File: src/verilog/pcs_consts.svh
// constants for the power-up clock strap and core clock source block
`ifndef PCS_CONSTS_SVH
`define PCS_CONSTS_SVH

// ==========================================================
// register byte offsets
`define PCS_OFF_STATUS 8'h00
`define PCS_OFF_CTRL 8'h04
`define PCS_OFF_RATIO 8'h08
`define PCS_OFF_IRQ 8'h0c
`define PCS_OFF_PERIOD 8'h10

// ==========================================================
// field positions
`define PCS_CTRL_FULL_BIT 0
`define PCS_ST_NOMINAL_BIT 0
`define PCS_ST_PUMP_BIT 1
`define PCS_ST_BYPASS_BIT 2
`define PCS_ST_HOLD_BIT 3
`define PCS_ST_FWD_BIT 4
`define PCS_ST_FRAME_BIT 5
`define PCS_ST_STRAP_LSB 8

// ==========================================================
// reset values
`define PCS_CTRL_RST 1'h0
`define PCS_STRAP_RST 6'h00
`define PCS_FWD_RST 1'h1

// ==========================================================
// ratio decoding and clock model figures
`define PCS_RATIO_ZERO_CODE 4'h0
`define PCS_RATIO_ZERO_DIV 5'h08
`define PCS_RATIO_MIN_DIV 5'h03
`define PCS_LOCK_SHIFT 4
`define PCS_NOM_PERIOD 8'h04
`define PCS_CLK_MHZ 25

`endif

File: src/verilog/pcs_pkg.sv
// types shared by the power-up clock strap block
`default_nettype none
package pcs_pkg;

    // ==========================================================
    // reset sequencer states kept by this block
    typedef enum logic {
        PCS_WAIT_SETTLE,
        PCS_WAIT_NOMINAL
    } pcs_state_t;

    // ==========================================================
    // strap word as latched from the interrupt-request pins
    typedef struct packed {
        logic frameCopy;     // 1: internal frame clock copies divided clock
        logic fwdSampleInt;  // 1: forwarded reset sampled by internal frame
        logic [3:0] ratioCode; // core to divided clock ratio code
    } pcs_strap_t;

endpackage

`default_nettype wire

File: src/verilog/pcs_tick_div.sv
// divider that turns core clock ticks into the divided clock level
`timescale 1ns/10ps
`default_nettype none

module pcs_tick_div #(
    parameter int DW = 5
) (
    // clock and reset
    input wire logic clk,
    input wire logic sys_rst,
    // core tick and ratio
    input wire logic tickIn,
    input wire logic [DW-1:0] divisor,
    // divided clock level
    output logic divClk
);

    logic [DW-1:0] cnt_r;      // core ticks into current period
    logic [DW-1:0] cnt_nxt;
    logic divClk_r;            // registered divided level
    logic divClk_nxt;
    logic [DW-1:0] lastCnt;    // final count of a period
    logic [DW-1:0] halfCnt;    // ticks spent high per period

    // ==========================================================
    // next count and level
    always_comb begin
        lastCnt = divisor - {{(DW-1){1'b0}}, 1'b1};
        halfCnt = divisor >> 1;
        cnt_nxt = cnt_r;
        divClk_nxt = divClk_r;
        // advance only on a core tick
        if (tickIn) begin
            if (cnt_r >= lastCnt) begin
                cnt_nxt = '0;
            end else begin
                cnt_nxt = cnt_r + {{(DW-1){1'b0}}, 1'b1};
            end
            divClk_nxt = (cnt_nxt < halfCnt);
        end
    end

    // ==========================================================
    // registers
    always_ff @(posedge clk) begin
        if (sys_rst) begin
            cnt_r <= '0;
            divClk_r <= 1'b0;
        end else begin
            cnt_r <= cnt_nxt;
            divClk_r <= divClk_nxt;
        end
    end

    assign divClk = divClk_r;

endmodule // pcs_tick_div

`default_nettype wire

File: src/verilog/pcs_strap_clk_ctrl.sv
// power-up strap capture, core clock source select and register slave
//
// Functional notes
// power-good capture latches strap configuration
// power-good rise enables charge pump
// straps sampled at rise, core held
// afterwards pins pass as interrupt requests
// board supplies straps by weak resistors
// bypass select low: reference drives core
// divided clock kept running in bypass
// strap five selects internal frame source
// board picks frame mode by frequency
// strap four selects forwarded reset sampling
// low straps decode ratio three to sixteen
// core runs divisor times divided rate
// power-good low: settle state, nominal oscillator
// before reset release lock against reference/16
// straps stay until next power-good rise
`timescale 1ns/10ps
`default_nettype none
`include "pcs_consts.svh"

module pcs_strap_clk_ctrl
    import pcs_pkg::*;
#(
    parameter int PW = 16,  // width of the reference period counter
    parameter int DW = 5    // width of the decoded ratio
) (
    // clock and reset
    input wire logic clk,
    input wire logic sys_rst,
    // apb slave
    input wire logic [7:0] paddr,
    input wire logic psel,
    input wire logic penable,
    input wire logic pwrite,
    input wire logic [31:0] pwdata,
    output logic [31:0] prdata,
    output logic pready,
    output logic pslverr,
    // board side inputs
    input wire logic power_good_in,
    input wire logic board_reset_n,
    input wire logic [5:0] irq_in,
    input wire logic pll_skip_sel,
    input wire logic ref_clk_in,
    input wire logic frame_clk_in,
    input wire logic fwd_link_reset_in,
    // clock and status outputs
    output logic core_clk,
    output logic divided_clk_out,
    output logic frame_clk_int,
    output logic fwd_link_reset_int,
    output logic core_reset_hold,
    output logic pump_en_out,
    output logic [5:0] irq_req_out
);

    // ==========================================================
    // power-up state
    pcs_state_t state_r, state_nxt;   // reset sequencer position
    pcs_strap_t strap_r, strap_nxt;   // latched configuration
    logic pgPrev_r, pgPrev_nxt;       // power-good of last cycle
    logic pump_r, pump_nxt;           // charge pump enable
    logic hold_r, hold_nxt;           // core held in reset
    logic [5:0] irqOut_r, irqOut_nxt; // interrupt requests to the core
    logic pgRise;                     // power-good rising edge

    // ==========================================================
    // capture of straps on power-good and pin reuse afterwards
    always_comb begin
        pgRise = power_good_in & ~pgPrev_r;
        pgPrev_nxt = power_good_in;
        state_nxt = state_r;
        strap_nxt = strap_r;
        pump_nxt = pump_r;
        irqOut_nxt = irqOut_r;
        // settle while power-good low
        if (!power_good_in) begin
            state_nxt = PCS_WAIT_SETTLE;
            pump_nxt = 1'b0;
            irqOut_nxt = '0;
        // latch straps on rise
        end else if (pgRise) begin
            // sampled at the rising edge
            strap_nxt = pcs_strap_t'(irq_in);
            state_nxt = PCS_WAIT_NOMINAL;
            // charge pump on
            pump_nxt = 1'b1;
            irqOut_nxt = '0;
        end else begin
            // pins become interrupt requests
            irqOut_nxt = irq_in;
        end
        // core held during capture
        hold_nxt = ~board_reset_n | ~power_good_in | pgRise;
    end

    // straps written only at rise
    always_ff @(posedge clk) begin
        if (sys_rst) begin
            state_r <= PCS_WAIT_SETTLE;
            strap_r <= pcs_strap_t'(`PCS_STRAP_RST);
            pgPrev_r <= 1'b0;
            pump_r <= 1'b0;
            hold_r <= 1'b1;
            irqOut_r <= '0;
        end else begin
            state_r <= state_nxt;
            strap_r <= strap_nxt;
            pgPrev_r <= pgPrev_nxt;
            pump_r <= pump_nxt;
            hold_r <= hold_nxt;
            irqOut_r <= irqOut_nxt;
        end
    end

    // ==========================================================
    // ratio decode
    logic [DW-1:0] divisor;  // divide factor core to divided clock

    // strap code to divisor
    always_comb begin
        if (strap_r.ratioCode[3]) begin
            divisor = DW'(strap_r.ratioCode) + DW'(1);
        end else if (strap_r.ratioCode == `PCS_RATIO_ZERO_CODE) begin
            divisor = `PCS_RATIO_ZERO_DIV;
        end else if (DW'(strap_r.ratioCode) < `PCS_RATIO_MIN_DIV) begin
            // undefined codes clamp to the smallest ratio
            divisor = `PCS_RATIO_MIN_DIV;
        end else begin
            divisor = DW'(strap_r.ratioCode);
        end
    end

    // ==========================================================
    // reference clock edge and period measurement
    logic refPrev_r, refPrev_nxt;           // reference of last cycle
    logic [PW-1:0] refCnt_r, refCnt_nxt;    // cycles since last edge
    logic [PW-1:0] refPeriod_r, refPeriod_nxt; // measured period
    logic refRise;                          // reference rising edge

    // measure reference period in system cycles
    always_comb begin
        refRise = ref_clk_in & ~refPrev_r;
        refPrev_nxt = ref_clk_in;
        refPeriod_nxt = refPeriod_r;
        if (refRise) begin
            refCnt_nxt = '0;
            refPeriod_nxt = refCnt_r + PW'(1);
        end else if (&refCnt_r) begin
            // saturate on a stopped reference
            refCnt_nxt = refCnt_r;
        end else begin
            refCnt_nxt = refCnt_r + PW'(1);
        end
    end

    // registers of the measurement
    always_ff @(posedge clk) begin
        if (sys_rst) begin
            refPrev_r <= 1'b0;
            refCnt_r <= '0;
            refPeriod_r <= '0;
        end else begin
            refPrev_r <= refPrev_nxt;
            refCnt_r <= refCnt_nxt;
            refPeriod_r <= refPeriod_nxt;
        end
    end

    // ==========================================================
    // phase-locked loop model and core clock select
    logic [PW+3:0] acc_r, acc_nxt;  // phase accumulator
    logic [PW+3:0] target;          // accumulator wrap value
    logic [PW+3:0] step;            // accumulator increment
    logic [PW+3:0] sum;             // accumulator plus step
    logic pllTick;                  // one oscillator period elapsed
    logic coreTick_r, coreTick_nxt; // registered core clock tick
    logic ctrlFull_r, ctrlFull_nxt; // software full-ratio lock request
    logic lockFull;                 // full-ratio lock in effect

    // oscillator rate from lock target and divisor
    always_comb begin
        // divided-by-16 lock until reset released with full-ratio lock requested
        lockFull = ctrlFull_r & board_reset_n;
        // nominal speed without charge pump
        target = (PW+4)'(`PCS_NOM_PERIOD);
        step = (PW+4)'(1);
        if (pump_r && refPeriod_r != '0) begin
            // divisor core ticks per lock period
            step = (PW+4)'(divisor);
            if (lockFull) begin
                target = (PW+4)'(refPeriod_r);
            end else begin
                target = (PW+4)'(refPeriod_r) << `PCS_LOCK_SHIFT;
            end
        end
        sum = acc_r + step;
        pllTick = 1'b0;
        acc_nxt = sum;
        if (sum >= target) begin
            acc_nxt = sum - target;
            pllTick = 1'b1;
        end
        // phase align to reference at full speed
        if (pump_r && lockFull && refRise) begin
            acc_nxt = '0;
            pllTick = 1'b1;
        end
        // select source from bypass input
        if (pll_skip_sel) begin
            coreTick_nxt = pllTick;
        end else begin
            coreTick_nxt = refRise;
        end
    end

    // registers of the clock model
    always_ff @(posedge clk) begin
        if (sys_rst) begin
            acc_r <= '0;
            coreTick_r <= 1'b0;
        end else begin
            acc_r <= acc_nxt;
            coreTick_r <= coreTick_nxt;
        end
    end

    // ==========================================================
    // divided clock output
    logic divClk;  // divided clock level

    // divider runs in both source modes
    pcs_tick_div #(
        .DW(DW)
    ) u_div (
        .clk(clk),
        .sys_rst(sys_rst),
        .tickIn(coreTick_r),
        .divisor(divisor),
        .divClk(divClk)
    );

    // ==========================================================
    // internal frame clock and forwarded reset
    logic frameExt_r, frameExt_nxt;     // sampled external frame clock
    logic frameExtPrev_r;               // external frame one cycle back
    logic frameInt_r, frameInt_nxt;     // internal frame clock
    logic frameIntPrev_r;               // internal frame one cycle back
    logic fwdInt_r, fwdInt_nxt;         // internal forwarded reset
    logic sampleEdge;                   // chosen frame rising edge

    // frame source and reset sampling choice
    always_comb begin
        frameExt_nxt = frame_clk_in;
        // frame source from strap five
        if (strap_r.frameCopy) begin
            frameInt_nxt = divClk;
        end else begin
            frameInt_nxt = frameExt_r;
        end
        // sampling clock from strap four
        if (strap_r.fwdSampleInt) begin
            sampleEdge = frameInt_r & ~frameIntPrev_r;
        end else begin
            sampleEdge = frameExt_r & ~frameExtPrev_r;
        end
        fwdInt_nxt = sampleEdge ? fwd_link_reset_in : fwdInt_r;
    end

    // registers of the frame logic
    always_ff @(posedge clk) begin
        if (sys_rst) begin
            frameExt_r <= 1'b0;
            frameExtPrev_r <= 1'b0;
            frameInt_r <= 1'b0;
            frameIntPrev_r <= 1'b0;
            fwdInt_r <= `PCS_FWD_RST;
        end else begin
            frameExt_r <= frameExt_nxt;
            frameExtPrev_r <= frameExt_r;
            frameInt_r <= frameInt_nxt;
            frameIntPrev_r <= frameInt_r;
            fwdInt_r <= fwdInt_nxt;
        end
    end

    // ==========================================================
    // apb register slave
    logic [31:0] prdata_r, prdata_nxt; // read data for access phase
    logic pready_r, pready_nxt;        // ready in access phase
    logic pslverr_r, pslverr_nxt;      // error on unmapped address
    logic [31:0] rdMux;                // addressed register value
    logic hit;                         // address is mapped
    logic setup;                       // setup phase of a transfer

    // decode, read mux and control write
    always_comb begin
        setup = psel & ~penable;
        rdMux = '0;
        hit = 1'b1;
        unique case (paddr)
            `PCS_OFF_STATUS: begin
                rdMux[`PCS_ST_NOMINAL_BIT] = (state_r == PCS_WAIT_NOMINAL);
                rdMux[`PCS_ST_PUMP_BIT] = pump_r;
                rdMux[`PCS_ST_BYPASS_BIT] = ~pll_skip_sel;
                rdMux[`PCS_ST_HOLD_BIT] = hold_r;
                rdMux[`PCS_ST_FWD_BIT] = fwdInt_r;
                rdMux[`PCS_ST_FRAME_BIT] = frameInt_r;
                rdMux[`PCS_ST_STRAP_LSB +: 6] = strap_r;
            end
            `PCS_OFF_CTRL: begin
                rdMux[`PCS_CTRL_FULL_BIT] = ctrlFull_r;
            end
            `PCS_OFF_RATIO: begin
                rdMux = 32'(divisor);
            end
            `PCS_OFF_IRQ: begin
                rdMux = 32'(irqOut_r);
            end
            `PCS_OFF_PERIOD: begin
                rdMux = 32'(refPeriod_r);
            end
            default: begin
                hit = 1'b0;
            end
        endcase
        pready_nxt = setup;
        pslverr_nxt = setup & ~hit;
        prdata_nxt = prdata_r;
        if (setup) begin
            prdata_nxt = pwrite ? 32'h0000_0000 : rdMux;
        end
        ctrlFull_nxt = ctrlFull_r;
        // write takes effect at the completing edge
        if (psel && penable && pready_r && pwrite &&
            paddr == `PCS_OFF_CTRL) begin
            ctrlFull_nxt = pwdata[`PCS_CTRL_FULL_BIT];
        end
    end

    // registers of the slave
    always_ff @(posedge clk) begin
        if (sys_rst) begin
            prdata_r <= '0;
            pready_r <= 1'b0;
            pslverr_r <= 1'b0;
            ctrlFull_r <= `PCS_CTRL_RST;
        end else begin
            prdata_r <= prdata_nxt;
            pready_r <= pready_nxt;
            pslverr_r <= pslverr_nxt;
            ctrlFull_r <= ctrlFull_nxt;
        end
    end

    // ==========================================================
    // outputs, all from flip-flops
    assign prdata = prdata_r;
    assign pready = pready_r;
    assign pslverr = pslverr_r;
    assign core_clk = coreTick_r;
    assign divided_clk_out = divClk;
    assign frame_clk_int = frameInt_r;
    assign fwd_link_reset_int = fwdInt_r;
    assign core_reset_hold = hold_r;
    assign pump_en_out = pump_r;
    assign irq_req_out = irqOut_r;

endmodule // pcs_strap_clk_ctrl

`default_nettype wire

File: config.mk
export PLATFORM = sky130hd
export DESIGN_NAME = pcs_strap_clk_ctrl
export DESIGN_NICKNAME = d
export VERILOG_FILES = /design/src/verilog/pcs_pkg.sv /design/src/verilog/pcs_tick_div.sv /design/src/verilog/pcs_strap_clk_ctrl.sv
export VERILOG_INCLUDE_DIRS = /design/src /design/src/verilog
export SDC_FILE = /design/constraint.sdc
export NUM_CORES = 1
export LEC_CHECK = 0
export ABC_AREA = 1
export BUFFER_PORTS_ARGS = -buffer_cell sky130_fd_sc_hd__buf_2
export CAP_MARGIN = 5
export CORE_ASPECT_RATIO = 0.6
export CORE_MARGIN = 2
export CORE_UTILIZATION = 61
export CTS_CLUSTER_DIAMETER = 150
export CTS_CLUSTER_SIZE = 20
export DETAILED_ROUTE_END_ITERATION = 8
export PLACE_DENSITY = 0.85
export SYNTH_ARGS = -nofsm -noshare
export SYNTH_HDL_FRONTEND = slang
export SYNTH_SLANG_ARGS = --single-unit
File: constraint.sdc
create_clock -name clk -period 6.81 [get_ports clk]
set_input_delay 0.3405 -clock clk [delete_from_list [all_inputs] [get_ports clk]]
set_output_delay 0.3405 -clock clk [all_outputs]
set_load 0.03 [all_outputs]
# Word-level counts from Yosys, hierarchy flattened
# Index checks and enable logic that the tools add are counted.
[totals]
out_inout_bits = 46
input_bits = 57
reg_bits = 115
wordCells = 93
[classes]
addsub = 6
n_bitwise = 18
order_cmp = 4
n_reduce_logical = 17
n_eq_ne = 4
mux = 21
[op_table]
columns = ["operator", "count"]
rows = [
  ["$mux 20", 3],
  ["$mux 32", 1],
  ["$add 20x20->20", 1],
  ["$ge 20x20->1", 1],
  ["$mux 5", 4],
  ["$pmux 5 s4", 1],
  ["$sub 20x20->20", 1],
  ["$add 16x1->16 const B", 1],
  ["$eq 8x4->1 const B", 2],
  ["$reduce_and 16->1", 1],
  ["$reduce_bool 16->1", 1],
  ["$pmux 6 s2", 1],
  ["$not 1->1", 9],
  ["$eq 8x3->1 const B", 1],
  ["$eq 8x5->1 const B", 1],
  ["$logic_not 8->1", 1],
  ["$and 1x1->1", 7],
  ["$logic_and 1x1->1", 7],
  ["$mux 1", 6],
  ["$reduce_or 2->1", 3],
  ["$add 4x1->5 const B", 1],
  ["$add 5x1->5 const B", 1],
  ["$ge 5x5->1", 1],
  ["$lt 5x4->1", 1],
  ["other kinds (11)", 13],
]

# Logic depth before layout (Yosys ltp)
# Gate-level depths: netlist of run 1.
[depth]
depth_word = 10
mapped_depth = 34
depth_no_buf = 32

# Hierarchy
# Synthesis of run 1 repeated with hierarchy kept, for this count alone.
[hier_totals]
cells_unflattened = 944
hier_area_um2 = 6468.7
[by_module_without_submodules]
columns = ["mod", "area_per_inst_um2", "cells_each", "seq_area_each_um2", "n_inst"]
rows = [
  ["pcs_strap_clk_ctrl", 5904.4, 860, 1861.8, 1],
  ["pcs_tick_div", 564.3, 84, 120.1, 1],
]

# Worst setup path before layout of run 1
# Ideal clock, no wire load.
[synth_path]
path_kind = "register to register"
startpoint = "register refPeriod_r[12]"
endpoint = "register acc_r[14]"
setup_time_ns = 0.111
path_stages_with_launch = 35
arrival_ns = 4.225
n_path_buf = 2
period_less_slack_ns = 4.337
required_time_ns = 6.699
slack_ns = 2.473
cell_sequence = "dfxtp_1 nor2_1 nand2_1 nor2_1 nand2_1 nand2_1 inv_1 clkbuf_1 nand2_1 ha_1 inv_1 fa_1 o21ai_1 a21oi_1 nor3_1 nand3_1 xor2_1 inv_1 ha_1 nand2_1 inv_1 nand2_1 nand2_1 inv_1 nor2_1 nor2_1 nand3_1 nand4_1 nand2_2 nand2_4 nand2_4 inv_6 buf_12 nor2_2 nor2_2"
[synth_via]
elab_chain_cells = 6
word_cells_on_any_way = 9
cone_classes = "add/sub: 2; order compare: 1; mux: 4; reduce/logical: 2"
[synth_lines]
columns = ["element", "line", "rtl"]
rows = [
  ["start, declared", "pcs_strap_clk_ctrl.sv:140", "logic [PW-1:0] refPeriod_r, refPeriod_nxt;"],
  ["start signal, assigned", "pcs_strap_clk_ctrl.sv:168", "refPeriod_r <= refPeriod_nxt;"],
  ["$reduce_bool 16->1", "pcs_strap_clk_ctrl.sv:190", "if (pump_r && refPeriod_r != '0) begin"],
  ["$logic_and 1x1->1", "pcs_strap_clk_ctrl.sv:190", ""],
  ["$mux 5", "pcs_strap_clk_ctrl.sv:190", ""],
  ["$add 20x20->20", "pcs_strap_clk_ctrl.sv:199", "sum = acc_r + step;"],
  ["$sub 20x20->20 or $ge 20x20->1 (tied branches)", "pcs_strap_clk_ctrl.sv:203, pcs_strap_clk_ctrl.sv:202", ""],
  ["$mux 20 *", "pcs_strap_clk_ctrl.sv:202", "if (sum >= target) begin"],
  ["end signal, assigned", "pcs_strap_clk_ctrl.sv:225", "acc_r <= acc_nxt;"],
  ["end, declared", "pcs_strap_clk_ctrl.sv:174", "logic [PW+3:0] acc_r, acc_nxt;"],
]
# Every way passes the cells marked *; elsewhere a longest branch is shown, timed or not.
# A chain may end at the register's enable or synchronous reset.

# Worst setup path after layout of run 1
[layout_path]
startpoint = "register refPeriod_r[12]"
endpoint = "register acc_r[17]"
# Same word-level chain as after synthesis.

==> run summary, run 1 <==
Crit end category = register
Post-Route WL = 17100 µm
Total iterations of the first detailed-routing run = 5
Ys flop type = dfxtp_1
Unrepaired setup endpoints after global routing = false
Top delay family on crit path = simple AND/OR/NAND/NOR gates
Share of the synthesized area in the top cell type = 30.9%
CTS tree = yes
Critical path type = register to register
Clock buffer depth = 2
# resized after CTS = 0
Vias = 6385
Asr flop ratio synth = 0%
Drt drc = 0
Htree depth = 3
Clk sink count = 99
Logic gate share of total power = 51.8%
Seq/Total Area, Yosys = 30.9%
Syn_area_per_cell = 6.71 µm²
Post-Syn Area = 6410 µm²
Ranking of synthesized cells by area = dfxtp_1 31%, nand2_1 12%, inv_1 8.0%
Vias in the first global route = 5567
Slew Limit Fails = 0
Clk pwr share = 21.4%
Layout cells sized above 1 = 10.9%
PwrDens = 380 nW/µm²
VDD IR-drop max = 181 µV
Initial Utilization = 63.8%
Total GRT Usage = 30.7%
Synth Instances = 955
Worst endpoint required time = 7.08 ns
Sw Ratio = 45.2%
Design Area, Final = 7040 µm²
Final GP Congestion = 0.987
Post-DP HPWL = 13400 µm
IO Port Bufs = 55
Final setup violating endpoints = 0
Site Rows = 28
Placed Cells = 1124
Type of origin of the critical path = register
Die Ht = 83.4 µm
Die Wd = 136 µm
Worst slew margin = 39.9%
Post-route minimum period = 5.68 ns
TNS Setup = 0 ns
CP Buf/Inv Count = 6
Final hold vios = 0
Clk slew on worst S/H paths = 0.07 ns
Root Buffer = clkbuf_16
Final #Nets = 1096
Max frequency = 0.176 GHz
Average wire per standard cell = 15.0 µm
Core area = 10100 µm²
Max incr delay on CP = 0.43 ns
GR Overflow Total = 0
Final design utilization = 70.0%
Leakage power = 0.00341 µW
Io pins = 103
Post-synth EDFFs = 0
Antenna violations before repair = 0
First-pass GRT wire length = 27500 µm
Vias per std cell = 5.60
Final worst clock skew = 0.0102 ns
Max-cap check violation count = 0
Hold WC Path Type = input port to register
Largest net degree at the start of global routing = 30
Antenna cells = 0
Total CTS buffers = 9
Largest area contributor in the synthesized netlist = dfxtp_1
Synth warnings = 0
Worst EP arrival = 5.95 ns
Non-filler instance count after layout = 1140
Area grow syn2layout = 9.84%
Synth Register Bits = 99
Most common cell on crit path = nand2_1
Die area = 11400 µm²
Netlist cell types = 45
Net switching power = 1210 µW
CP Max Fanout = 19
CTS Hold Bufs = 0
Share of power burned in registers = 26.7%
Post-CTS Setup Bufs = 0
Detail Route Antenna Nets = 0
Period utilisation layout = 83.4%
CP max stage cell = fa_1
Worst Max-Slew Pin Slew = 0.901 ns
Status = finished clean
Cell internal pwr = 1470 µW
DRT iter0 DRCs = 618
Clk Latency, worst-skew pair = 0.35 ns
Dpl cell area = 6700 µm²
[stage by stage]
stage / hold WS, ns / total power (µW) / setup WS, ns
floorplan: 0.404 / 1810 / 2.47
global placement: 0.417 / 2030 / 1.54
detailed placement: 0.417 / 2060 / 1.39
CTS: 0.201 / 2630 / 1.31
global route: 0.209 / 2850 / 0.636
finish: 0.201 / 2680 / 1.13
[metal layers]
layer  GRT usage (%)  vias up  share of wire, %
met5               0        -                 0
met4            6.25        0               1.5
met3            8.42       34                11
met2            41.3      300                39
met1            47.9     2900                48
li1                -     3151                 -
[worst paths after layout]
check        slack [ns]  depth (start not counted)       startpoint               to
max                1.13                         32  refPeriod_r[12]        acc_r[17]
min                0.20                          3     frame_clk_in       frameExt_r
min reg2reg        0.44                          1         pgPrev_r  core_reset_hold
max reg2reg        1.13                         32  refPeriod_r[12]        acc_r[17]
[flip-flops by register name (all words and copies together) (netlist names), 5 cells and up]
name / flops
acc_r: 20
irq_req_out: 6
prdata: 16
refCnt_r: 16
refPeriod_r: 16
strap_r: 6
u_div.cnt_r: 5
[synth_stat cells (2+ instances only)]
| library cell | number |
|---|---|
| buf_4 | 16 |
| o21a_1 | 4 |
| o22ai_1 | 8 |
| o211ai_1 | 13 |
| o31ai_1 | 2 |
| inv_1 | 137 |
| a21oi_1 | 61 |
| nand4_1 | 9 |
| inv_2 | 3 |
| dfxtp_1 | 99 |
| a31oi_1 | 3 |
| nand2_2 | 4 |
| a21o_1 | 2 |
| nor3_1 | 11 |
| o21ai_1 | 2 |
| xor2_1 | 34 |
| nand3_1 | 61 |
| xnor2_1 | 12 |
| nor2_1 | 109 |
| a21boi_0 | 2 |
| o2111ai_1 | 4 |
| or2_2 | 3 |
| o21ai_0 | 45 |
| clkbuf_1 | 18 |
| nand2_4 | 2 |
| fa_1 | 2 |
| nand2_1 | 205 |
| o21bai_1 | 2 |
| ha_1 | 37 |
| nor2_2 | 23 |
| nor4_1 | 3 |
| a32oi_1 | 6 |
[worst reg2reg max path: cells and delay by family, from the launching register on]
kind	cells	cell delay, ns
compound gates	2	0.41
xor+xnor	1	0.34
fa+ha+maj	3	1.02
buf+inv	6	0.83
flops	1	0.37
simple gates	20	2.62
[layout by cell type, fill, tap and decap left out, types with 2 or more instances in the layout]
cell type / count
nand2_2: 4
nand3_1: 61
o31ai_1: 2
nand4_1: 9
a31oi_1: 3
nor4_1: 3
inv_8: 2
inv_6: 3
xnor2_1: 12
nor3_1: 11
a32oi_1: 6
o211ai_1: 13
fa_1: 2
inv_1: 137
clkbuf_16: 9
ha_1: 37
a21boi_0: 2
o21ai_1: 2
o2111ai_1: 4
o21ai_0: 45
nor2_2: 23
nor2_1: 109
dfxtp_1: 99
nand2_4: 2
bufinv_16: 2
inv_2: 3
a21oi_1: 61
nand2_1: 205
xor2_1: 34
o21a_1: 4
o21bai_1: 2
o22ai_1: 8
a21o_1: 2
or2_2: 3
buf_2: 55
conb_1: 16
[power groups by stage]
stage               Clock, µW  Sequential, µW  Combinational, µW
floorplan                   0             715               1090
global placement            0             723               1310
detailed placement          0             724               1340
CTS                       574             711               1350
global route              599             723               1530
finish                    573             715               1390
[layout make-up]
class	count	area [µm²]
clock inverter	6	100
inverter	142	538
multi-input combinational	692	3730
tap	135	169
clock buffer	10	239
fill	835	3010
sequential	99	1980
timing repair buffer	56	283
[logic make-up (layout without fill, tap and decap cells)]
| family | count (synthesis) | count (layout) | synth area share (%) |
|---|---|---|---|
| flops | 99 | 99 | 30.9 |
| buf+inv | 179 | 214 | 11.8 |
| xor+xnor | 46 | 46 | 6.28 |
| fa+ha+maj | 39 | 39 | 7.85 |
| simple gates | 434 | 434 | 28.9 |
| other cells | 1 | 16 | 0.0585 |
| compound gates | 157 | 157 | 14.2 |
Power figures use the tool's default switching activity.
==> run 2: changes to the inputs <==
Settings changed: CORE_UTILIZATION 61 to 52, PLACE_DENSITY 0.85 to 0.77.
Clock period 6.81 ns to 5 ns, I/O delays scaled along.
==> run 2 against run 1 <==
Worst hold slack got worse by 0.11 ns. Largest cell class unchanged. Fmax increased by 24%. Global-route usage fell by 4.4 points. Via count is 2.1% lower. Critical path type unchanged.
==> run summary, run 2 (synthesized netlist as in run 1, its figures left out) <==
Status = finished clean
Io pins = 103 (unchanged)
Vias per std cell = 5.28 (-5.6%)
Post-Route WL = 17200 µm (+0.63%)
R2r startpoint = strap_r[1]
Worst Max-Slew Pin Slew = 0.849 ns (-0.0522 ns)
Htree depth = 3 (unchanged)
Clock buffer depth = 2 (unchanged)
Largest register FFs = 20 (unchanged)
Area grow syn2layout = 11.9%
PwrDens = 500 nW/µm² (+32%)
Worst Hold End = frameExt_r
Reg with most FFs = acc_r
Post-DP HPWL = 13800 µm (+3.0%)
Largest net degree at the start of global routing = 30 (unchanged)
Hold WC Path Type = input port to register
Final design utilization = 59.7% (-10 points)
Total CTS buffers = 9 (unchanged)
Routed length on met2 = 6560 µm (-2.2%)
Most common cell after layout, fill and taps aside = nand2_1
Clk slew on worst S/H paths = 0.08 ns (about the same)
CP Max Fanout = 18 (-1)
Final worst clock skew = 0.0102 ns (-0.00000720 ns)
Critical path type = register to register
CTS tree = yes
Fill cells = 1151 (+38%)
Total GRT Usage = 26.3% (-4.4 points)
Total iterations of the first detailed-routing run = 6 (+1)
Pre-CTS setup slack = 0.297 ns (-1.09 ns)
Clk pwr share = 20.0% (-1.4 points)
Slew Limit Fails = 0 (unchanged)
Multi-input gate area = 3750 µm² (+0.54%)
Share of power burned in registers = 27.1% (+0.4 points)
Root Buffer = clkbuf_16
Sw Ratio = 46.3% (+1.1 points)
Net switching power = 1660 µW (+37%)
Vias in the first global route = 5473 (-1.7%)
Average wire per standard cell = 14.5 µm (-3.0%)
DRT iter0 DRCs = 656 (+6.1%)
Max-cap check violation count = 0 (unchanged)
CTS Hold Bufs = 0 (unchanged)
Reg area = 1980 µm² (unchanged)
VDD IR-drop max = 243 µV (+35%)
GR Overflow Total = 0 (unchanged)
Fin worst setup slack = 0.418 ns (-0.713 ns)
Hold path cells = 3 (unchanged)
First-pass GRT wire length = 27900 µm (+1.6%)
Unrepaired setup endpoints after global routing = false
Leakage power = 0.00346 µW (+1.5%)
M1 WL = 8730 µm (+6.0%)
Core area = 12000 µm² (+20%)
Antenna violations before repair = 0 (unchanged)
Worst endpoint required time = 5.25 ns (-1.83 ns)
Layout cells sized above 1 = 12.6% (+1.6 points)
Reg2Reg Capture Point = acc_r[6]
Top routing layer used = met4
Worst slew margin = 43.2% (+3.3 points)
Logic gate share of total power = 52.8% (+1.0 points)
Type of origin of the critical path = register
Cell internal pwr = 1920 µW (+31%)
Reg2reg path depth = 27 (-16%)
Post-route minimum period = 4.58 ns (-1.10 ns)
Final setup violating endpoints = 0 (unchanged)
Clk sink count = 99 (unchanged)
Max frequency = 0.218 GHz (+24%)
Final #Nets = 1109 (+1.2%)
DR WL met3 = 1820 µm (-3.0%)
Hold wc startpoint = frame_clk_in
Die area = 13300 µm² (+17%)
Clk Latency, worst-skew pair = 0.36 ns (about the same)
Flop2flop setup slack = 0.42 ns (-0.71 ns)
Final GP Congestion = 0.925 (-6.2%)
Vias = 6252 (-2.1%)
Initial Utilization = 53.3% (-10 points)
Antenna cells = 0 (unchanged)
Site Rows = 31 (+11%)
Crit end category = register
Most frequent cells in the layout = 204 x nand2_1, 137 x inv_1, 109 x nor2_1
Detail Route Antenna Nets = 0 (unchanged)
Die Ht = 90.0 µm (+7.9%)
Final hold vios = 0 (unchanged)
IO Port Bufs = 55 (unchanged)
TNS Setup = 0 ns (unchanged)
Period utilisation layout = 91.6% (+8.2 points)
Die Wd = 147 µm (+8.1%)
Drt drc = 0 (unchanged)
Worst Setup SP = strap_r[1]
Worst EP arrival = 4.83 ns (-1.12 ns)
[run 2: critical path, cell delays in order (launching register included)]
cell and delay (ns):
dfxtp_1 0.43, inv_1 0.10, ha_1 0.19, nand2_1 0.09
nand2_1 0.07, o21a_1 0.25, nor2_1 0.17, inv_1 0.08
fa_2 0.40, o21ai_1 0.18, a21oi_1 0.11, nor2_1 0.20
xor2_1 0.28, inv_1 0.12, ha_1 0.40, nand2_1 0.12
nor2_1 0.19, nand2_1 0.07, nand2_1 0.13, nand2_1 0.08
nand3_1 0.08, nand4_1 0.11, nand2_2 0.10, nand2_4 0.11
nand2_4 0.13, inv_6 0.09, nor2_1 0.12, nor2_1 0.05
[run 2: metal layers]
metal	vias up	global-route usage, %
li1	3168	-
met1	2830	42.9
met2	247	34.3
met3	7	6.40
met4	0	4.57
met5	-	0
[run 2: worst max path at each step]
stage	to	cells past startpoint
global route	acc_r[6]	30
global placement	acc_r[8]	32
floorplan	acc_r[14]	34
CTS	acc_r[8]	32
detailed placement	acc_r[8]	32
finish	acc_r[6]	27
[run 2: repair_timing]
item                                    CTS  global route
buffers inserted                          0             1
endpoints found under the setup margin    0            21
resized for setup                         0             5
[run 2: area by class of cell]
type / count / area share, %
multi-input combinational: 692 / 52.3
sequential: 99 / 27.6
inverter: 142 / 7.50
timing repair buffer: 69 / 5.30
clock buffer: 9 / 3.14
tap: 165 / 2.88
clock inverter: 7 / 1.27
[run 2: power groups by stage]
stage	Combinational, µW	Clock (µW)	Sequential [µW]
6_report	1890	717	974
5_1_grt	2120	763	986
4_1_cts	1850	727	969
3_5_place_dp	1840	0	988
3_3_place_gp	1810	0	985
2_1_floorplan	1490	0	974
[run 2: through the flow]
| step | total power (µW) | instances | hold WS, ns | area (µm²) |
|---|---|---|---|---|
| 2_1_floorplan | 2460 | 970 | 0.334 | 6470 |
| 3_3_place_gp | 2800 | 1166 | 0.417 | 6830 |
| 3_5_place_dp | 2820 | 1166 | 0.420 | 6830 |
| 4_1_cts | 3540 | 1182 | 0.0859 | 7150 |
| 5_1_grt | 3870 | 1183 | 0.0893 | 7170 |
| 6_report | 3590 | 1183 | 0.0930 | 7170 |
